==> config.mk <==
export PLATFORM = sky130hd
export DESIGN_NAME = scp_serial_port
export DESIGN_NICKNAME = d
export VERILOG_FILES = /design/src/hdl/scp_pkg.sv /design/src/hdl/scp_rb_if.sv /design/src/hdl/scp_serial_port.sv /design/src/hdl/scp_readback.sv
export VERILOG_INCLUDE_DIRS = /design/src /design/src/hdl
export SDC_FILE = /design/constraint.sdc
export NUM_CORES = 1
export LEC_CHECK = 0
export BUFFER_PORTS_ARGS = -buffer_cell sky130_fd_sc_hd__clkbuf_2
export CAP_MARGIN = 25
export CORE_MARGIN = 2
export CORE_UTILIZATION = 49
export CTS_CLUSTER_DIAMETER = 200
export DETAILED_ROUTE_END_ITERATION = 8
export PLACE_DENSITY = 0.76
export SYNTH_ARGS = -nofsm -noshare
export SYNTH_HDL_FRONTEND = slang
export SYNTH_HIERARCHICAL = 1
export SYNTH_SLANG_ARGS = --single-unit
export TNS_END_PERCENT = 1
==> constraint.sdc <==
create_clock -name core_clk -period 1.8 [get_ports core_clk]
set_input_delay 0.36 -clock core_clk [delete_from_list [all_inputs] [get_ports core_clk]]
set_output_delay 0.36 -clock core_clk [all_outputs]
set_load 0.02 [all_outputs]
==> src/hdl/scp_map.svh <==
`ifndef SCP_MAP_SVH
`define SCP_MAP_SVH

// Serial word and latch geometry
`define SCP_WORD_W    32
`define SCP_CTRL_W    4
`define SCP_NUM_LATCH 16
// Control code that also arms a readback
`define SCP_RB_SEL    4'hf
// Readback word width
`define SCP_RB_W      16

`endif

==> src/hdl/scp_pkg.sv <==
`default_nettype none
`include "scp_map.svh"

package scp_pkg;

  typedef enum logic [1:0] {
    ST_OFF = 2'b01,
    ST_ON  = 2'b10
  } scp_state_t;

  typedef struct packed {
    scp_state_t                                 state;
    logic                                       pwr;
    logic                                       ce_s1;
    logic                                       ce_s2;
    logic                                       sclk_s1;
    logic                                       sclk_s2;
    logic                                       sclk_s3;
    logic                                       sd_s1;
    logic                                       sd_s2;
    logic                                       le_s1;
    logic                                       le_s2;
    logic                                       le_s3;
    logic [`SCP_WORD_W-1:0]                     shreg;
    logic [`SCP_NUM_LATCH-1:0][`SCP_WORD_W-1:0] latches;
    logic                                       test_oe;
  } scp_top_st_t;

  typedef struct packed {
    logic [`SCP_RB_W-1:0] shreg;
  } scp_rb_st_t;

endpackage

`default_nettype wire

==> src/hdl/scp_rb_if.sv <==
`timescale 1ns/10ps
`default_nettype none
`include "scp_map.svh"

interface scp_rb_if;
  logic                 load_pulse;
  logic                 shift_pulse;
  logic                 clear;
  logic [`SCP_RB_W-1:0] word;
  logic                 bit_out;

  modport ctrl (output load_pulse, output shift_pulse, output clear, output word, input bit_out);
  modport rb   (input load_pulse, input shift_pulse, input clear, input word, output bit_out);
endinterface

`default_nettype wire

==> src/hdl/scp_serial_port.sv <==
`timescale 1ns/10ps
`default_nettype none
`include "scp_map.svh"

// What this block does
// - Enable low powers the whole port down
// - Enable low wipes every programmed latch
// - Serial clock rise shifts data into 32 bits
// - Low four bits select destination latch
// - Load strobe rise copies word to latch
// - Readback shifts out one bit per clock
// - Test pins stay high impedance
module scp_serial_port (
  // Clock and reset
  input  wire logic                                       core_clk,
  input  wire logic                                       rst,
  // Serial pins from the host
  input  wire logic                                       chip_enable,
  input  wire logic                                       serial_clk,
  input  wire logic                                       serial_in,
  input  wire logic                                       load_strobe,
  output var  logic                                       readback_out,
  // On-chip readback source
  input  wire logic [`SCP_RB_W-1:0]                       readback_word,
  // Signal chain test pins
  input  wire logic                                       filter_i_test_pin_in,
  output var  logic                                       filter_i_test_pin_out,
  output var  logic                                       filter_i_test_pin_oe,
  input  wire logic                                       filter_q_test_pin_in,
  output var  logic                                       filter_q_test_pin_out,
  output var  logic                                       filter_q_test_pin_oe,
  // Programmed state
  output var  logic                                       powered_up,
  output var  logic [`SCP_NUM_LATCH-1:0][`SCP_WORD_W-1:0] latch_q
);

  scp_pkg::scp_top_st_t r_reg;
  scp_pkg::scp_top_st_t r_next;
  scp_rb_if             rbi ();
  logic                 active;
  logic                 sclk_rise;
  logic                 le_rise;
  logic [`SCP_CTRL_W-1:0] sel;

  // Pins come from the host's domain, so all pass two flops first
  assign active    = r_reg.ce_s2;
  assign sclk_rise = r_reg.sclk_s2 & ~r_reg.sclk_s3;
  assign le_rise   = r_reg.le_s2 & ~r_reg.le_s3;
  assign sel       = r_reg.shreg[`SCP_CTRL_W-1:0];

  always_comb begin
    r_next         = r_reg;
    r_next.ce_s1   = chip_enable;
    r_next.ce_s2   = r_reg.ce_s1;
    r_next.sclk_s1 = serial_clk;
    r_next.sclk_s2 = r_reg.sclk_s1;
    r_next.sclk_s3 = r_reg.sclk_s2;
    r_next.sd_s1   = serial_in;
    r_next.sd_s2   = r_reg.sd_s1;
    r_next.le_s1   = load_strobe;
    r_next.le_s2   = r_reg.le_s1;
    r_next.le_s3   = r_reg.le_s2;
    r_next.test_oe = 1'b0;
    unique case (r_reg.state)
      scp_pkg::ST_OFF: begin
        if (active) begin
          r_next.state = scp_pkg::ST_ON;
        end
      end
      scp_pkg::ST_ON: begin
        if (!active) begin
          r_next.state = scp_pkg::ST_OFF;
        end
      end
      // Codes that are not one-hot fall back to off
      default: begin
        r_next.state = scp_pkg::ST_OFF;
      end
    endcase
    r_next.pwr = (r_next.state == scp_pkg::ST_ON);
    if (!active) begin
      // Nothing survives power-down, so the host must reprogram
      r_next.shreg   = '0;
      r_next.latches = '0;
    end else begin
      // A load in the same cycle as a shift takes the word before the shift
      if (le_rise) begin
        r_next.latches[sel] = r_reg.shreg;
      end
      if (sclk_rise) begin
        r_next.shreg = {r_reg.shreg[`SCP_WORD_W-2:0], r_reg.sd_s2};
      end
    end
  end

  always_comb begin
    rbi.clear       = ~active;
    // The readback code still lands in its latch; arming readback is extra
    rbi.load_pulse  = active & le_rise & (sel == `SCP_RB_SEL);
    rbi.shift_pulse = active & sclk_rise;
    rbi.word        = readback_word;
  end

  always_ff @(posedge core_clk) begin
    if (rst) begin
      r_reg       <= '0;
      r_reg.state <= scp_pkg::ST_OFF;
    end else begin
      r_reg <= r_next;
    end
  end

  scp_readback u_readback (
    .core_clk (core_clk),
    .rst      (rst),
    .rbi      (rbi.rb)
  );

  assign readback_out          = rbi.bit_out;
  assign powered_up            = r_reg.pwr;
  assign latch_q               = r_reg.latches;
  // Pin value is a don't-care while undriven; taken from a flop like every output
  assign filter_i_test_pin_out = r_reg.test_oe;
  assign filter_q_test_pin_out = r_reg.test_oe;
  assign filter_i_test_pin_oe  = r_reg.test_oe;
  assign filter_q_test_pin_oe  = r_reg.test_oe;

  // Helpers for checks only
  logic [`SCP_CTRL_W-1:0] sel_h;
  logic [`SCP_WORD_W-1:0] word_h;
  assign sel_h  = sel;
  assign word_h = r_reg.shreg;

  // Every latch not chosen by the code keeps its word on a load
  for (genvar i = 0; i < `SCP_NUM_LATCH; i++) begin : g_keep

  end
endmodule

`default_nettype wire

==> src/hdl/scp_readback.sv <==
`timescale 1ns/10ps
`default_nettype none
`include "scp_map.svh"

module scp_readback (
  // Clock and reset
  input wire logic core_clk,
  input wire logic rst,
  // Control side
  scp_rb_if.rb     rbi
);

  scp_pkg::scp_rb_st_t r_reg;
  scp_pkg::scp_rb_st_t r_next;

  always_comb begin
    r_next = r_reg;
    if (rbi.clear) begin
      r_next.shreg = '0;
    end else if (rbi.load_pulse) begin
      r_next.shreg = rbi.word;
    end else if (rbi.shift_pulse) begin
      // Zero fill: reading past the word gives low bits, not stale data
      r_next.shreg = {r_reg.shreg[`SCP_RB_W-2:0], 1'b0};
    end
  end

  always_ff @(posedge core_clk) begin
    if (rst) begin
      r_reg <= '0;
    end else begin
      r_reg <= r_next;
    end
  end

  assign rbi.bit_out = r_reg.shreg[`SCP_RB_W-1];
endmodule

`default_nettype wire

### Word level (Yosys, flattened, before mapping)

Index checks and enable logic that the tools add are counted.

| operators by class | value |
|---|---|
| reduce and logical (&&, ||, !) cells | 3 |
| equal/unequal tests | 4 |
| mux-type cells | 8 |
| magnitude comparators | 2 |
| bitwise gates (word level) | 8 |

Operator list:

| operator | number |
|---|---|
| 512-bit bitwise mux | 1 |
| 32-bit demux with 4-bit select | 1 |
| 16-bit two-way mux | 2 |
| 32-bit two-way mux | 1 |
| 1-bit AND | 5 |
| 4-bit by 5-bit < comparator with 1-bit output (second input constant) | 1 |
| 2-bit equality test (second input constant) | 2 |
| 4-bit equality test (second input constant) | 1 |
| 4-bit by 1-bit >= comparator with 1-bit output (second input constant) | 1 |
| 2-bit two-way mux | 2 |
| 2-bit one-hot mux with 2 select lines | 1 |
| 1-bit NOT | 3 |
| 2-bit by 1-bit equality test with 1-bit output (second input constant) | 1 |
| 2-bit nonzero test | 1 |
| 2-bit OR reduction | 1 |
| 1-bit logical AND | 1 |

| storage, ports and cells | value |
|---|---|
| output and inout port bits | 518 |
| logic and storage cells | 56 |
| register bits | 574 |

### Depth between registers and ports, before layout

| depth | value |
|---|---|
| depth after elaboration | 5 |
| mapped depth | 9 |

### Cells and area by module

The synthesis kept the hierarchy.

Modules (own cells, without submodules):

| module | area each (µm²) | sequential area each (µm²) | instances | cells an instance |
|---|---|---|---|---|
| scp_serial_port | 23231.0 | 11150.7 | 1 | 2415 |
| scp_readback | 847.1 | 320.3 | 1 | 71 |

### Least setup slack after synthesis

Ideal clock, no wire load.

| path | value |
|---|---|
| kind | reg-to-reg |
| start | reg r_reg[545] (netlist name) |
| end | reg u_readback/r_reg[10] (netlist name) |
| buffers on the path | 4 |
| setup slack | -88 ps |
| data required time | 1684 ps |
| clock period less this slack | 1888 ps |
| arrival time | 1771 ps |
| stages on the path, launching flop included | 9 |
| path through | dfxtp_1 > and4b_1 > nand3_1 > clkbuf_1 > clkbuf_1 > nor2_1 > buf_2 > buf_6 > o211a_1 |

| on the way | value |
|---|---|
| cells in the longest elaborated chain, start to end | 5 |

Ends and longest elaborated chain:

| what | line | source |
|---|---|---|
| start, declared | scp_serial_port.sv:37 | `scp_pkg::scp_top_st_t r_reg;` |
| start signal, assigned | scp_serial_port.sv:109 | `r_reg <= r_next;` |
| 1-bit NOT * | scp_serial_port.sv:48 | `assign le_rise = r_reg.le_s2 & ~r_reg.le_s3;` |
| 1-bit AND * | scp_serial_port.sv:48 |  |
| 1-bit AND * (2 in a row) | scp_serial_port.sv:99 | `` rbi.load_pulse = active & le_rise & (sel == `SCP_RB_SEL); `` |
| net rbi.load_pulse | scp_rb_if.sv:6 | `logic load_pulse;` |
| 16-bit two-way mux or 2-bit nonzero test (tied branches) | n/a |  |
| end signal, assigned | scp_readback.sv:32 | `r_reg <= r_next;` |
| end, declared | scp_readback.sv:13 | `scp_pkg::scp_rb_st_t r_reg;` |

Mark *: on every way through the listed nets, which the timed path passes. The rest lies on a longest branch.
A chain may end at the register's enable or synchronous reset.

### Worst setup path in the final report

| path | value |
|---|---|
| start | reg r_reg, in the netlist word_h[2] |
| end | reg r_reg, in the netlist latch_q[101] |

| on the way | value |
|---|---|
| cells in the longest elaborated chain, start to end | 5 |

Ends and longest elaborated chain:

| what | line | source |
|---|---|---|
| 4-bit by 5-bit < comparator with 1-bit output (implied by the code) or 4-bit by 1-bit >= comparator with 1-bit output (tied branches) | scp_serial_port.sv:88 | `r_next.latches[sel] = r_reg.shreg;` |
| 1-bit logical AND (implied by the code) | scp_serial_port.sv:88 |  |
| 32-bit two-way mux (implied by the code) | scp_serial_port.sv:88 |  |
| 32-bit demux with 4-bit select * | scp_serial_port.sv:88 |  |
| 512-bit bitwise mux * | scp_serial_port.sv:88 |  |

Every way passes the cells marked *; elsewhere a longest branch is shown, timed or not.

==> impl_metrics.py <==
metrics = {
    "outcome": {
        "run_status": "finished clean",
    },
    "grt": {
        "antenna_found_initial": 2,
        "grt_pass1_vias": 16388,
        "grt_pass1_wl_um": 94860,
        "grt_util_all_layers_pct": 24.14,
        "grt-ovfl-total": 0,
        "grt_max_degree": 59,
    },
    "sta": {
        "finalClockSkew_ns": 0.02313,
        "setup_viol": 0,
        "slew_viol_final": 0,
        "hold_viol_final": 0,
        "finalHoldWorstSlack_ns": 0.08003,
        "period_share_pct": 95.65,
        "rsz0062_at_grt": "false",
        "clock.fmax_ghz": 0.5808,
        "post-route-min-period_ns": 1.722,
    },
    "die": {
        "num_io_pins": 542,
        "die-height_um": 225.7,
        "rows": 81,
        "core_region_area_sq_um": 48750,
        "initial_utilization_pct": 49.39,
        "die_area_sq_um": 50930,
        "die_w_um": 225.7,
    },
    "clock_network": {
        "cts_htree_levels": 2,
        "cts_tree": "done",
        "clkTransAtPathRegs_ns": 0.06,
        "clk_latency_ns": 0.60,
        "cts_buffers": 58,
        "clock-root-buffer": "clkbuf_16",
        "clock_sinks": 573,
        "clockBufferDepth": 3,
    },
    "placement": {
        "place_congestion": 0.8204,
        "portBuffers": 535,
        "place_inst": 3112,
        "hpwlAfterDp_um": 43760,
    },
    "synth": {
        "synthTopCellsByCount": "573 x dfxtp_1, 519 x buf_4, 499 x nand2_1, 393 x mux2i_1, 99 x clkbuf_1",
        "synth_edf_count": 0,
        "syn_area_sq_um": 24080,
        "yosysSeqAreaShare_pct": 47.64,
        "synth_top_area_cell": "dfxtp_1",
        "synth.ff_latch_count": 573,
        "synth-async-reset-ratio_pct": 0,
        "syn_inst": 2486,
        "synth_top_area_share_pct": 47.64,
        "avgSynthCellArea_sq_um": 9.685,
        "ys_top_cells_by_area": "dfxtp_1 48%, mux2i_1 16%, buf_4 16%",
        "synth_cell_type_count": 35,
        "ys_warn_count": 6,
        "yosys_most_used_dff": "dfxtp_1",
        "yosysMostFrequentCell": "dfxtp_1",
    },
    "power": {
        "power_density_nw_per_um2": 980.3,
        "power.total_mw": 25.92,
        "seqPwrFrac_pct": 49.1,
        "combPwrFrac_pct": 1.4,
        "ir_worst_vdd_v": 0.0008469,
        "clkPwrFrac_pct": 49.5,
        "internal-power_mw": 20.61,
        "switching_power_mw": 5.317,
        "total_leakage_power_nw": 13.53,
        "power_switching_share_pct": 20.51,
    },
    "cells_and_area": {
        "nNetsFinal": 2545,
        "regArea_sq_um": 11480,
        "syn_to_final_growth_pct": 9.821,
        "multi_input_area_sq_um": 7971,
        "fill_cells": 4131,
        "drive_above_1_share_pct": 31.19,
        "fin_cells": 3230,
        "largest_reg_flops": 512,
    },
    "worst_setup_path": {
        "arrival_ns": 2.18,
        "cp_data_required_time_ns": 2.26,
        "r2r_cells": 4,
        "rrSetupSlack_ns": 0.08,
        "path_class": "reg -> reg",
        "crit_fanout": 28,
        "crit_path_start_kind": "flip-flop",
        "r2r-end": "latch_q[101]",
        "endpoint_kind": "flip-flop",
        "rr_startpoint": "word_h[2]",
    },
    "min_path": {
        "whs_path_depth": 3,
        "hold_end": "u_readback/r_reg[14]",
        "hold_class": "in -> reg",
        "hold_path.startpoint": "readback_word[14]",
    },
    "drt": {
        "vias_per_cell": 5.085,
        "drt-initial-drc-count": 1054,
        "vias": 16425,
        "ant_nets": 0,
        "wl_per_cell_um": 20.02,
        "wirelength_um": 64660,
        "firstDrtPassIters": 5,
        "drc": 0,
    },
    "flow_run": {
        "cap_violations": 0,
    },
}
==> metal layers <==
metal,global-route usage (%),wire length (um),vias to the layer above
li1,-,-,7674
met1,28.76,26520,7988
met2,41.36,31370,620
met3,5.777,4302,143
met4,10.64,2461,0
met5,0,0,-
==> stage by stage <==
stage          setup WS, ns  TNS (ns)  cell area, sq um  util [%]
2_1_floorplan     -0.003337  -0.03004             24090         -
3_3_place_gp        0.08252         0             24200     49.65
3_5_place_dp        0.03830         0             24200     49.65
4_1_cts            0.001873         0             26380     54.11
5_1_grt            0.004732         0             26440     54.24
6_report            0.07838         0             26440     54.24
==> power by group through the flow <==
stage / clock network, mW / logic, mW / registers, mW
2_1_floorplan: 0 / 0.223 / 13.0
3_3_place_gp: 0 / 0.316 / 13.0
3_5_place_dp: 0 / 0.332 / 13.0
4_1_cts: 13.0 / 0.357 / 12.7
5_1_grt: 13.5 / 0.394 / 12.7
6_report: 12.8 / 0.368 / 12.7
==> cells by family after synthesis <==
group           after synthesis  synth area share, %
buf+inv                     701                19.66
simple gates                602                10.29
flops                       573                47.64
mux                         408                17.18
compound gates              199                5.103
fa+ha+maj                     2               0.1039
other cells                   1              0.01557
==> worst max-delay path by stage <==
stage | cells past startpoint | to | start
floorplan | 8 | u_readback/r_reg[10] | r_reg[545]
global route | 5 | latch_q[5] | word_h[2]
detailed placement | 6 | u_readback/r_reg[0] | r_reg[545]
global placement | 6 | u_readback/r_reg[0] | r_reg[545]
finish | 4 | latch_q[101] | word_h[2]
CTS | 5 | latch_q[5] | word_h[3]
==> worst max-delay path, stage by stage, from the launching register on <==
cell      delay [ns]
dfxtp_2         0.36
or4b_4          0.56
buf_4           0.26
o211ai_1        0.24
o21ai_0         0.13
==> layout by cell type (no fill, tap or decap), types with 2 or more instances in the layout <==
cell	instances
dfxtp_2	5
clkbuf_2	535
clkbuf_8	19
nand2_2	12
clkinvlp_4	2
nand2_1	487
a21oi_1	63
mux2_2	6
clkbuf_16	60
buf_4	87
nand2b_1	16
clkbuf_1	4
nand3_1	2
mux2_4	9
ha_1	2
o211ai_1	56
nor2b_1	12
nor2_1	26
o211a_1	15
conb_1	4
inv_1	11
o21ai_0	58
and3_1	32
nand3_2	2
mux2i_1	392
clkinv_2	10
dfxtp_1	568
bufinv_16	7
o21a_1	5
buf_12	30
dlygate4sd3_1	5
inv_6	3
==> cell type report <==
type | instances | area share [%]
sequential | 573 | 43.40
multi-input combinational | 1215 | 30.15
timing repair buffer | 660 | 15.30
clock buffer | 82 | 6.629
tap | 664 | 3.142
clock inverter | 24 | 1.216
inverter | 11 | 0.1561
antenna | 1 | 0.009463
==> what timing repair did <==
item,CTS,global route
gates resized for setup,3,6
cloned,1,1
pin swaps,1,1
hold endpoints to repair,5,0
buffers inserted,2,2
hold buffers,5,0
endpoints found under the setup margin,2,169
Power figures use the tool's default switching activity.
